[src/design/cbt_cfg.svh]
// Reset values and fixed figures for the CAN bit timing and synchronization logic
`ifndef CBT_CFG_SVH
`define CBT_CFG_SVH

// Bus levels: recessive is high, dominant is low
`define CBT_RECESSIVE     1'b1
`define CBT_DOMINANT      1'b0

// Reset values of the synchronizer and the sampled bit
`define CBT_RX_RESET      1'b1
`define CBT_SAMPLE_RESET  1'b1

// Field widths of the programmed timing values (each holds value minus one) and the width of the internal counters
`define CBT_PRESCALE_W    10
`define CBT_SEG1_W        4
`define CBT_SEG2_W        3
`define CBT_SJW_W         2
`define CBT_CNT_W         5

// Sync_Seg length in time quanta, fixed
`define CBT_SYNC_SEG_TQ   5'h01

`endif

[src/design/cbt_pkg.sv]
// Types shared by the CAN bit timing and synchronization logic
`default_nettype none
`include "cbt_cfg.svh"

package cbt_pkg;

  // Programmed bit timing, every field one less than its functional value
  typedef struct packed {
    logic [`CBT_PRESCALE_W-1:0] rate_prescaler_field;
    logic [`CBT_SEG1_W-1:0]     before_sample_length;
    logic [`CBT_SEG2_W-1:0]     after_sample_length;
    logic [`CBT_SJW_W-1:0]      jump_width;
  } cbt_timing_t;

  // Events and sampled value handed to the bit stream processor
  typedef struct packed {
    logic tq_tick;
    logic sample_point;
    logic sample_bit;
    logic hard_sync;
    logic resync;
  } cbt_event_t;

  // Bit time phases, counted from sample point to sample point
  typedef enum logic [1:0] {
    CBT_SYNC,
    CBT_SEG1,
    CBT_SEG2
  } cbt_state_t;

endpackage : cbt_pkg

`default_nettype wire

[src/design/cbt_bit_sync.sv]
// CAN bit timing logic: time quanta, edge detection, hard sync and resync
`default_nettype none
`include "cbt_cfg.svh"

// Summary of operation
// - Only recessive-to-dominant transitions can cause any synchronization.
// - Each quantum, sync allowed if previous sample recessive and bus now dominant.
// - Edge in Sync_Seg is synchronous; else error is distance from Sync_Seg end (late) or to Sync_Seg start (early).
// - Hard sync only once at frame start; inside frames only resynchronization.
// - Hard sync restarts the bit as if Sync_Seg just ended.
// - Late edge lengthens Phase_Seg1 by error magnitude, limited to SJW.
// - Early edge shortens Phase_Seg2 by error magnitude, limited to SJW.
// - At most one synchronization between two consecutive sample points.
// - Segment changes last for the current bit only; next bit is nominal.
// - Early edge in Phase_Seg2 shortens it and skips the next Sync_Seg.
// - Bit period runs from sample point to sample point.
// - Sync_Seg is always exactly one time quantum.
// - Programmed timing fields hold value minus one; device adds one.
// - The bit timing state machine advances once per time quantum.
module cbt_bit_sync
  import cbt_pkg::*;
(
  input  wire logic        ref_clk,
  input  wire logic        rst_n,
  input  wire logic        bus_rx,
  input  wire cbt_timing_t timing,
  input  wire logic        frame_idle,
  output var  cbt_event_t  events
);

  ////////////////////////////////////////////////////////////////////////////////
  // Bus input synchronizer
  logic rx_meta_reg;
  logic rx_sync_reg;

  // Two flops before any logic sees the pin
  // Only the second flop feeds the edge detector and the sampler; the first may be metastable
  always_ff @(posedge ref_clk or negedge rst_n) begin
    if (!rst_n) begin
      rx_meta_reg <= `CBT_RX_RESET;
      rx_sync_reg <= `CBT_RX_RESET;
    end else begin
      rx_meta_reg <= bus_rx;
      rx_sync_reg <= rx_meta_reg;
    end
  end

  ////////////////////////////////////////////////////////////////////////////////
  // Time quantum prescaler
  logic [`CBT_PRESCALE_W-1:0] pre_cnt_reg;
  logic [`CBT_PRESCALE_W-1:0] pre_cnt_next;
  logic                       tq_tick;

  // Quantum ends when the count reaches the programmed value; the compare is >= so a
  // prescaler lowered mid-quantum ends that quantum at once instead of wrapping round
  always_comb begin
    tq_tick = (pre_cnt_reg >= timing.rate_prescaler_field);
    if (tq_tick) begin
      pre_cnt_next = '0;
    end else begin
      pre_cnt_next = pre_cnt_reg + 1'b1;
    end
  end

  always_ff @(posedge ref_clk or negedge rst_n) begin
    if (!rst_n) begin
      pre_cnt_reg <= '0;
    end else begin
      pre_cnt_reg <= pre_cnt_next;
    end
  end

  ////////////////////////////////////////////////////////////////////////////////
  // Bit timing state machine
  cbt_state_t           state_reg;
  cbt_state_t           state_next;
  logic [`CBT_CNT_W-1:0] cnt_reg;
  logic [`CBT_CNT_W-1:0] cnt_next;
  logic [`CBT_CNT_W-1:0] ext_reg;
  logic [`CBT_CNT_W-1:0] ext_next;
  logic [`CBT_CNT_W-1:0] short_reg;
  logic [`CBT_CNT_W-1:0] short_next;
  logic                 skip_reg;
  logic                 skip_next;
  logic                 synced_reg;
  logic                 synced_next;
  logic                 hard_used_reg;
  logic                 hard_used_next;
  cbt_event_t           ev_reg;
  cbt_event_t           ev_next;

  logic [`CBT_CNT_W-1:0] seg1_len;
  logic [`CBT_CNT_W-1:0] seg2_len;
  logic [`CBT_CNT_W-1:0] sjw_len;
  logic [`CBT_CNT_W-1:0] err_mag;
  logic                 edge_seen;
  logic                 hard_ok;

  // Next state of the bit timer; all but hard_used_next and the event pulses change only on a quantum tick
  always_comb begin
    state_next     = state_reg;
    cnt_next       = cnt_reg;
    ext_next       = ext_reg;
    short_next     = short_reg;
    skip_next      = skip_reg;
    synced_next    = synced_reg;
    hard_used_next = hard_used_reg && frame_idle; // Rearmed once a frame is under way
    ev_next        = '0;
    err_mag        = '0;
    // Functional lengths are programmed value plus one
    seg1_len = {1'b0, timing.before_sample_length} + 5'h01;
    seg2_len = {2'b00, timing.after_sample_length} + 5'h01;
    sjw_len  = {3'b000, timing.jump_width} + 5'h01;
    // Compare against the last sample point, not the last quantum
    edge_seen = (ev_reg.sample_bit == `CBT_RECESSIVE) &&
                (rx_sync_reg == `CBT_DOMINANT) && !synced_reg;
    // Hard sync needs the processor's permission and stays spent until a frame begins
    hard_ok   = frame_idle && !hard_used_reg;
    if (tq_tick) begin
      ev_next.tq_tick    = 1'b1;
      ev_next.sample_bit = ev_reg.sample_bit;
      cnt_next           = cnt_reg + 5'h01;
      if (edge_seen && hard_ok) begin
        // Treat this quantum as Sync_Seg whatever the phase error
        state_next        = CBT_SEG1;
        cnt_next          = '0;
        ext_next          = '0;
        short_next        = '0;
        skip_next         = 1'b0;
        synced_next       = 1'b1;
        hard_used_next    = 1'b1;
        ev_next.hard_sync = 1'b1;
      end else begin
        case (state_reg)
          CBT_SYNC: begin
            // An edge here is synchronous and needs no correction
            if (edge_seen) begin
              synced_next    = 1'b1;
              ev_next.resync = 1'b1;
            end
            state_next = CBT_SEG1;
            cnt_next   = '0;
          end
          CBT_SEG1: begin
            if (edge_seen) begin
              // Late edge: error counts quanta since the end of Sync_Seg
              err_mag        = cnt_reg + 5'h01;
              ext_next       = (err_mag < sjw_len) ? err_mag : sjw_len;
              synced_next    = 1'b1;
              ev_next.resync = 1'b1;
            end
            if (cnt_reg + 5'h01 >= seg1_len + ext_next) begin
              // Sample point ends one bit period and starts the next
              state_next           = CBT_SEG2;
              cnt_next             = '0;
              ext_next             = '0;
              synced_next          = 1'b0;
              ev_next.sample_point = 1'b1;
              ev_next.sample_bit   = rx_sync_reg;
            end
          end
          default: begin
            if (edge_seen) begin
              // Early edge: error counts quanta left up to Sync_Seg
              err_mag        = seg2_len - cnt_reg;
              short_next     = (err_mag < sjw_len) ? err_mag : sjw_len;
              skip_next      = 1'b1;
              synced_next    = 1'b1;
              ev_next.resync = 1'b1;
            end
            if (cnt_reg + 5'h01 + short_next >= seg2_len) begin
              // Skipping Sync_Seg lets this quantum stand in for it
              state_next = skip_next ? CBT_SEG1 : CBT_SYNC;
              cnt_next   = '0;
              short_next = '0;
              skip_next  = 1'b0;
            end
          end
        endcase
      end
    end else begin
      ev_next.sample_bit = ev_reg.sample_bit;
    end
  end

  // Registers of the bit timer; events other than sample_bit are single-clock pulses
  always_ff @(posedge ref_clk or negedge rst_n) begin
    if (!rst_n) begin
      state_reg     <= CBT_SYNC;
      cnt_reg       <= '0;
      ext_reg       <= '0;
      short_reg     <= '0;
      skip_reg      <= 1'b0;
      synced_reg    <= 1'b0;
      hard_used_reg <= 1'b0;
      ev_reg        <= '{tq_tick: 1'b0, sample_point: 1'b0, sample_bit: `CBT_SAMPLE_RESET,
                         hard_sync: 1'b0, resync: 1'b0};
    end else begin
      state_reg     <= state_next;
      cnt_reg       <= cnt_next;
      ext_reg       <= ext_next;
      short_reg     <= short_next;
      skip_reg      <= skip_next;
      synced_reg    <= synced_next;
      hard_used_reg <= hard_used_next;
      ev_reg        <= ev_next;
    end
  end

  // Outputs straight from the event register
  // so the one-clock pulses never glitch between quantum ticks
  assign events = ev_reg;

endmodule // cbt_bit_sync

`default_nettype wire

[config.mk]
export PLATFORM = sky130hd
export DESIGN_NAME = cbt_bit_sync
export DESIGN_NICKNAME = d
export VERILOG_FILES = /design/src/design/cbt_pkg.sv /design/src/design/cbt_bit_sync.sv
export VERILOG_INCLUDE_DIRS = /design/src /design/src/design
export SDC_FILE = /design/constraint.sdc
export NUM_CORES = 1
export LEC_CHECK = 0
export ABC_AREA = 1
export BUFFER_PORTS_ARGS = -buffer_cell sky130_fd_sc_hd__buf_2
export CAP_MARGIN = 25
export CELL_PAD_IN_SITES_DETAIL_PLACEMENT = 1
export CELL_PAD_IN_SITES_GLOBAL_PLACEMENT = 2
export CORE_UTILIZATION = 32
export CTS_CLUSTER_SIZE = 14
export DETAILED_ROUTE_END_ITERATION = 8
export GPL_ROUTABILITY_DRIVEN = 1
export PLACE_DENSITY_LB_ADDON = 0.1
export REMOVE_ABC_BUFFERS = 1
export SETUP_SLACK_MARGIN = 0.05
export SLEW_MARGIN = 5
export SYNTH_ARGS = -nofsm -noshare
export SYNTH_HDL_FRONTEND = slang
export SYNTH_SLANG_ARGS = --single-unit
[constraint.sdc]
create_clock -name ref_clk -period 3.9 [get_ports ref_clk]
set_clock_uncertainty 0.05 [all_clocks]
set_input_delay 0 -clock ref_clk [delete_from_list [all_inputs] [get_ports ref_clk]]
set_output_delay 0 -clock ref_clk [all_outputs]
set_load 0.05 [all_outputs]
# Word-level counts from Yosys, hierarchy flattened
# Cells that the tools add are included.
# word_totals
regBits	37
latch_bits	0
mem_bits_rw	0
rom_bits	0
in_bits	23
out_inout_bits	5
word_cells	95
mem_count	0
# classes
add_sub_neg	8
n_mul	0
n_div	0
order_cmp	5
eq_ne	3
shift	0
n_mux	47
bitwise_logic	2
n_reduce_logical	15
# ops
op	n
5-bit 2-to-1 mux	19
1-bit 2-to-1 mux	17
2-bit 2-to-1 mux	8
10-bit by 1-bit adder with 10-bit output (second input constant)	1
5-bit adder	2
10-bit greater-or-equal comparator	1
5-bit by 3-bit < comparator with 1-bit output	2
10-bit 2-to-1 mux	1
5-bit case mux with 2 select lines	1
4-bit by 1-bit adder with 5-bit output (second input constant)	1
5-bit by 1-bit adder with 5-bit output (second input constant)	1
5-bit by 4-bit greater-or-equal comparator with 1-bit output	1
5-bit greater-or-equal comparator	1
1-bit logical AND	5
4-bit by 5-bit subtractor with 5-bit output	1
3-bit by 1-bit adder with 4-bit output (second input constant)	1
2-bit case mux with 2 select lines	1
2-bit AND reduction	2
4-bit AND reduction	1
4-bit nonzero test	1
2-bit by 1-bit adder with 3-bit output (second input constant)	1
3-bit != test (second input constant)	1
3-bit AND reduction	1
2-bit by 1-bit == test with 1-bit output (second input constant)	1
other kinds (6)	8

# Longest topological paths before layout
# depth
depth_word	13
ltp_mapped	27
mapped_depth_nobuf	27

# Worst setup path before layout
# OpenSTA, ideal clock, no wires.
# synth_path
path_type	reg-to-reg
start	reg cnt_reg[0]
end	reg cnt_reg[2]
setup_ns	0.066
arrival_time_ns	3.962
required_ns	3.784
setup_slack_ns	-0.178
stages_incl_launch_ff	24
n_path_buf	0
synth_period_minus_slack_ns	4.078
cell_sequence	dfrtp_1 -> ha_1 -> fa_1 -> xnor2_1 -> ha_1 -> nand2_1 -> o21ai_0 -> nor2_1 -> nand3_1 -> nand2_1 -> nand3_1 -> nand2_1 -> inv_1 -> ha_1 -> fa_1 -> xor2_1 -> ha_1 -> a21oi_1 -> o21bai_1 -> nor2_1 -> nand3_4 -> o21ai_4 -> nand3_1 -> nand2_1
# synth_between
elab_chain_len	12
word_cells_on_any_way	22
cone_classes	4 x add/sub; 4 x order compare; 14 x mux
# synth_rtl
element	line_no	rtl
start, declared	cbt_bit_sync.sv:77	logic [`CBT_CNT_W-1:0] cnt_reg;
start signal, assigned	cbt_bit_sync.sv:200	cnt_reg <= cnt_next;
4-bit by 5-bit subtractor with 5-bit output or 5-bit by 1-bit adder with 5-bit output (tied branches)	--	
5-bit by 3-bit < comparator with 1-bit output (on tied branches)	cbt_bit_sync.sv:166, cbt_bit_sync.sv:148	
5-bit 2-to-1 mux (on tied branches)	cbt_bit_sync.sv:166, cbt_bit_sync.sv:148	
5-bit 2-to-1 mux (on tied branches)	cbt_bit_sync.sv:163, cbt_bit_sync.sv:145	
5-bit 2-to-1 mux	cbt_bit_sync.sv:134	case (state_reg)
5-bit 2-to-1 mux	cbt_bit_sync.sv:123	if (edge_seen && hard_ok) begin
5-bit 2-to-1 mux	cbt_bit_sync.sv:119	if (tq_tick) begin
5-bit adder (on tied branches)	cbt_bit_sync.sv:171, cbt_bit_sync.sv:152	
5-bit by 4-bit greater-or-equal comparator with 1-bit output or 5-bit greater-or-equal comparator (tied branches)	cbt_bit_sync.sv:171, cbt_bit_sync.sv:152	
5-bit 2-to-1 mux (on tied branches)	cbt_bit_sync.sv:171, cbt_bit_sync.sv:152	
5-bit case mux with 2 select lines *	cbt_bit_sync.sv:134	
5-bit 2-to-1 mux *	cbt_bit_sync.sv:123	
# Mark *: on every way between the ends. The rest lies on a longest branch, timed or not. The select of a mux whose other input is x is not followed.
# A chain may end at the register's enable or synchronous reset.

# Worst setup path after layout
# layout_path
start	reg cnt_reg[0]
end	reg ext_reg[0]
# layout_between
elab_chain_len	12
# layout_rtl
element	line_no	rtl
5-bit by 1-bit adder with 5-bit output *	cbt_bit_sync.sv:147, cbt_bit_sync.sv:152	
5-bit by 3-bit < comparator with 1-bit output	cbt_bit_sync.sv:148	ext_next = (err_mag < sjw_len) ? err_mag : sjw_len;
5-bit 2-to-1 mux	cbt_bit_sync.sv:148	
5-bit 2-to-1 mux	cbt_bit_sync.sv:145	if (edge_seen) begin
5-bit 2-to-1 mux	cbt_bit_sync.sv:134	
5-bit 2-to-1 mux	cbt_bit_sync.sv:123	
5-bit 2-to-1 mux	cbt_bit_sync.sv:119	
5-bit adder	cbt_bit_sync.sv:152	if (cnt_reg + 5'h01 >= seg1_len + ext_next) begin
5-bit greater-or-equal comparator	cbt_bit_sync.sv:152	
5-bit 2-to-1 mux *	cbt_bit_sync.sv:152	
5-bit 2-to-1 mux *	cbt_bit_sync.sv:134	
5-bit 2-to-1 mux *	cbt_bit_sync.sv:123	
end signal, assigned	cbt_bit_sync.sv:201	ext_reg <= ext_next;
end, declared	cbt_bit_sync.sv:79	logic [`CBT_CNT_W-1:0] ext_reg;
# Marks and branches as above.

==> flow_summary.json <==
{
  "gpl_congestion": 0.7437,
  "synth_async_sr_flop_share": 1.000,
  "clock-sinks": 37,
  "post-dp-hpwl_mm": 6.549,
  "critical_path_required_ns": 4.04,
  "die-area_mm2": 0.009959,
  "swShare": 0.4483,
  "met3_routed_length_um": 167,
  "max_cap_violations": 0,
  "timing.final.hold_violations": 0,
  "violations_in_the_final_reports": "negative setup slack",
  "routed_wl_mm": 8.546,
  "grt_resource_usage_total": 0.1866,
  "max-clock-path-buffers": 2,
  "initial_antenna_violation_count": 0,
  "synth_top_area_cell": "sky130_fd_sc_hd__dfrtp_1",
  "clkLatencyLatePin_ns": 0.29,
  "post_route_cells_drive_above_1_share": 0.3525,
  "synth_cell_types": 39,
  "synth_edf_count": 0,
  "yosys_register_bits": 37,
  "grt_overflow": 0,
  "areaGrowthSynthToFinish_pct": 37.94,
  "io-pin-count": 28,
  "antenna-diode-count": 0,
  "finalWorstSetupSlack_ns": -0.2623,
  "cpPeakStageDelay_ns": 0.39,
  "fp.coreArea_mm2": 0.009240,
  "holdWs_ns": 0.2925,
  "worstPathMaxFanout": 3,
  "power.share.sequential": 0.241,
  "p_total_mw": 2.302,
  "final-max-slew-violation-count": 0,
  "synth.avg_cell_area_um2": 7.594,
  "layout.cells.most_common_list": "sky130_fd_sc_hd__nand2_1 (86), sky130_fd_sc_hd__inv_1 (68), sky130_fd_sc_hd__buf_4 (64), sky130_fd_sc_hd__ha_1 (33), sky130_fd_sc_hd__dfrtp_1 (33)",
  "detail_route.first_pass.iterations": 4,
  "dieWidth_um": 99.80,
  "layout.cells.most_common": "sky130_fd_sc_hd__nand2_1",
  "vdd_drop_max_uv": 321.7,
  "grt_first_pass_wirelength_mm": 14.62,
  "netlist.area_leader.share": 0.2780,
  "run_status": "complete, but fails checks",
  "slew_headroom": 0.4385,
  "crit_path_end_kind": "flip-flop",
  "wire_length_per_cell_after_detailed_routing_um": 13.48,
  "critPathArrivalTime_ns": 4.30,
  "cts_inserted_buffers": 5,
  "max_reg_flops": 10,
  "layout_min_cycle_time_ns": 4.162,
  "avgViaCountPerCell": 4.651,
  "rsz0062_at_grt": "true",
  "tritoncts": "yes",
  "dr_wl_met2_mm": 4.156,
  "fmax_mhz": 240.3,
  "hold_class": "input port to async pin",
  "drc": 0,
  "worst_pin_slew_ns": 0.8423,
  "final_min_period_over_clock_period": 1.067,
  "p_per_area_mw_per_mm2": 545.2,
  "synth_top_flop_cell": "sky130_fd_sc_hd__dfrtp_1",
  "yosys_warnings": 0,
  "postSynthCellCount": 403,
  "maxUsedRoutingLayer": "met4",
  "worst-setup-path-type": "flip-flop to flip-flop",
  "grt_max_degree": 38,
  "clk_transition_reported_paths_ns": 0.08,
  "cell_internal_pwr_mw": 1.270,
  "critical-path-top-cell-by-count": "sky130_fd_sc_hd__buf_4",
  "final_antenna_net_count": 0,
  "netlist_area_mm2": 0.003060,
  "first_global_vias": 3107,
  "starting_drt_drc_count": 46,
  "wirelength_met1_mm": 4.066,
  "cp-start-kind": "flip-flop",
  "design.final.nets": 569,
  "proportion_of_power_drawn_by_the_clock_network": 0.125,
  "total_leakage_power_nw": 2.359,
  "total_switching_power_mw": 1.032,
  "timing.critical_path.slowest_stage_cell": "sky130_fd_sc_hd__dfrtp_1",
  "die_y_um": 99.80,
  "start_util": 0.3312,
  "synth.area.top_cells": "sky130_fd_sc_hd__dfrtp_1 (28%), sky130_fd_sc_hd__ha_1 (16%), sky130_fd_sc_hd__nand2_1 (11%), sky130_fd_sc_hd__inv_1 (9.0%), sky130_fd_sc_hd__nand3_1 (4.9%)",
  "route.vias.total": 2949,
  "placement.io_buffers": 27,
  "cts.root.buffer_cell": "sky130_fd_sc_hd__clkbuf_8",
  "fp-row-count": 35,
  "total_number_of_h_tree_levels": 2,
  "synth_seq_area_share": 0.3038,
  "power.combinational.fraction": 0.633,
  "final-setup-viol-count": 21
}
-- per-layer routing --
metal	vias to the layer above	global-route usage
li1	1507	-
met1	1394	0.2333
met2	35	0.3321
met3	13	0.02089
met4	0	0.06561
met5	-	0
-- per-stage QoR --
stage | util | setup slack, ns | std cells | instance area (µm²) | TNS, ns
after global routing | 0.4569 | -0.5028 | 634 | 4222 | -9.124
final | 0.4569 | -0.2623 | 634 | 4222 | -3.347
after CTS | 0.4386 | -0.3314 | 630 | 4053 | -4.668
after detailed placement | 0.3965 | -0.5450 | 599 | 3664 | -9.349
after floorplan | - | -0.1770 | 399 | 3037 | -2.013
after global placement | 0.3965 | -0.3397 | 599 | 3664 | -6.109
-- synthesized netlist by cell type (2+ instances only) --
| cell | count |
|---|---|
| sky130_fd_sc_hd__xor2_1 | 6 |
| sky130_fd_sc_hd__nand3_1 | 30 |
| sky130_fd_sc_hd__nor3_1 | 5 |
| sky130_fd_sc_hd__nand2_1 | 92 |
| sky130_fd_sc_hd__nor2_1 | 21 |
| sky130_fd_sc_hd__inv_1 | 73 |
| sky130_fd_sc_hd__nand3b_1 | 4 |
| sky130_fd_sc_hd__o21a_1 | 2 |
| sky130_fd_sc_hd__o21ai_0 | 5 |
| sky130_fd_sc_hd__nor2_2 | 3 |
| sky130_fd_sc_hd__a21oi_1 | 16 |
| sky130_fd_sc_hd__inv_2 | 3 |
| sky130_fd_sc_hd__fa_1 | 3 |
| sky130_fd_sc_hd__o21ai_1 | 2 |
| sky130_fd_sc_hd__a21o_1 | 2 |
| sky130_fd_sc_hd__dfrtp_1 | 34 |
| sky130_fd_sc_hd__ha_1 | 39 |
| sky130_fd_sc_hd__dfstp_2 | 3 |
| sky130_fd_sc_hd__nand2_2 | 6 |
| sky130_fd_sc_hd__or2_2 | 6 |
| sky130_fd_sc_hd__nor3_2 | 2 |
| sky130_fd_sc_hd__and2_1 | 3 |
| sky130_fd_sc_hd__nand4_1 | 22 |
| sky130_fd_sc_hd__xnor2_1 | 5 |
| sky130_fd_sc_hd__buf_4 | 2 |
-- worst paths after layout --
path / from / to / slack, ns / cells past startpoint
max: cnt_reg[0]$_DFFE_PN0N_ / ext_reg[0]$_DFFE_PN0P_ / -0.26 / 29
min: rst_n / ext_reg[4]$_DFFE_PN0P_ / 0.29 / 2
max reg2reg: cnt_reg[0]$_DFFE_PN0N_ / ext_reg[0]$_DFFE_PN0P_ / -0.26 / 29
min reg2reg: rx_meta_reg$_DFF_PN1_ / rx_sync_reg$_DFF_PN1_ / 0.31 / 0
max in group asynchronous: rst_n / cnt_reg[1]$_DFFE_PN0N_ / 2.93 / 2
min in group ref_clk: bus_rx / rx_meta_reg$_DFF_PN1_ / 0.30 / 2
-- worst max-delay path: cells and delay by family (launching register included) --
family | cells | cell delay (ns)
AOI/OAI and AO/OA | 1 | 0.11
xor gates and xnor gates | 1 | 0.15
adders and majority gates | 2 | 0.44
buffers and inverters | 20 | 2.41
DFF | 1 | 0.39
and+or+nand+nor | 5 | 0.48
-- kinds of logic after synthesis --
family	count (synthesis)	synth area share
AOI/OAI and AO/OA	32	0.06460
xor gates and xnor gates	11	0.03148
adders and majority gates	42	0.1791
buffers and inverters	80	0.1010
DFF	37	0.3038
and+or+nand+nor	201	0.3201
-- area by class of cell --
cell class | count | area, µm²
clock buffer | 6 | 82.58
clock inverter | 2 | 13.76
fill | 1152 | 5019
inverter | 76 | 285.3
multi-input combinational | 286 | 2057
sequential | 37 | 930.9
tap | 129 | 161.4
timing repair buffer | 98 | 690.7
-- power by group through the flow --
stage | combinational, mW | sequential [mW] | clock (mW)
after global routing | 1.65 | 0.572 | 0.311
after global placement | 1.17 | 0.563 | 0
after CTS | 1.33 | 0.558 | 0.305
final | 1.46 | 0.556 | 0.288
after detailed placement | 1.20 | 0.566 | 0
after floorplan | 0.757 | 0.566 | 0
-- what timing repair did --
| action | 4_1_cts | 5_1_grt |
|---|---|---|
| setup endpoints to repair | 21 | 21 |
| pin swaps | 32 | 39 |
| cloned | 0 | 0 |
| hold buffers | 3 | 0 |
| setup buffers | 20 | 4 |
| gates resized for setup | 30 | 31 |
| endpoints found under the hold margin | 37 | 0 |
No activity file was read; power rests on OpenSTA's default activity.
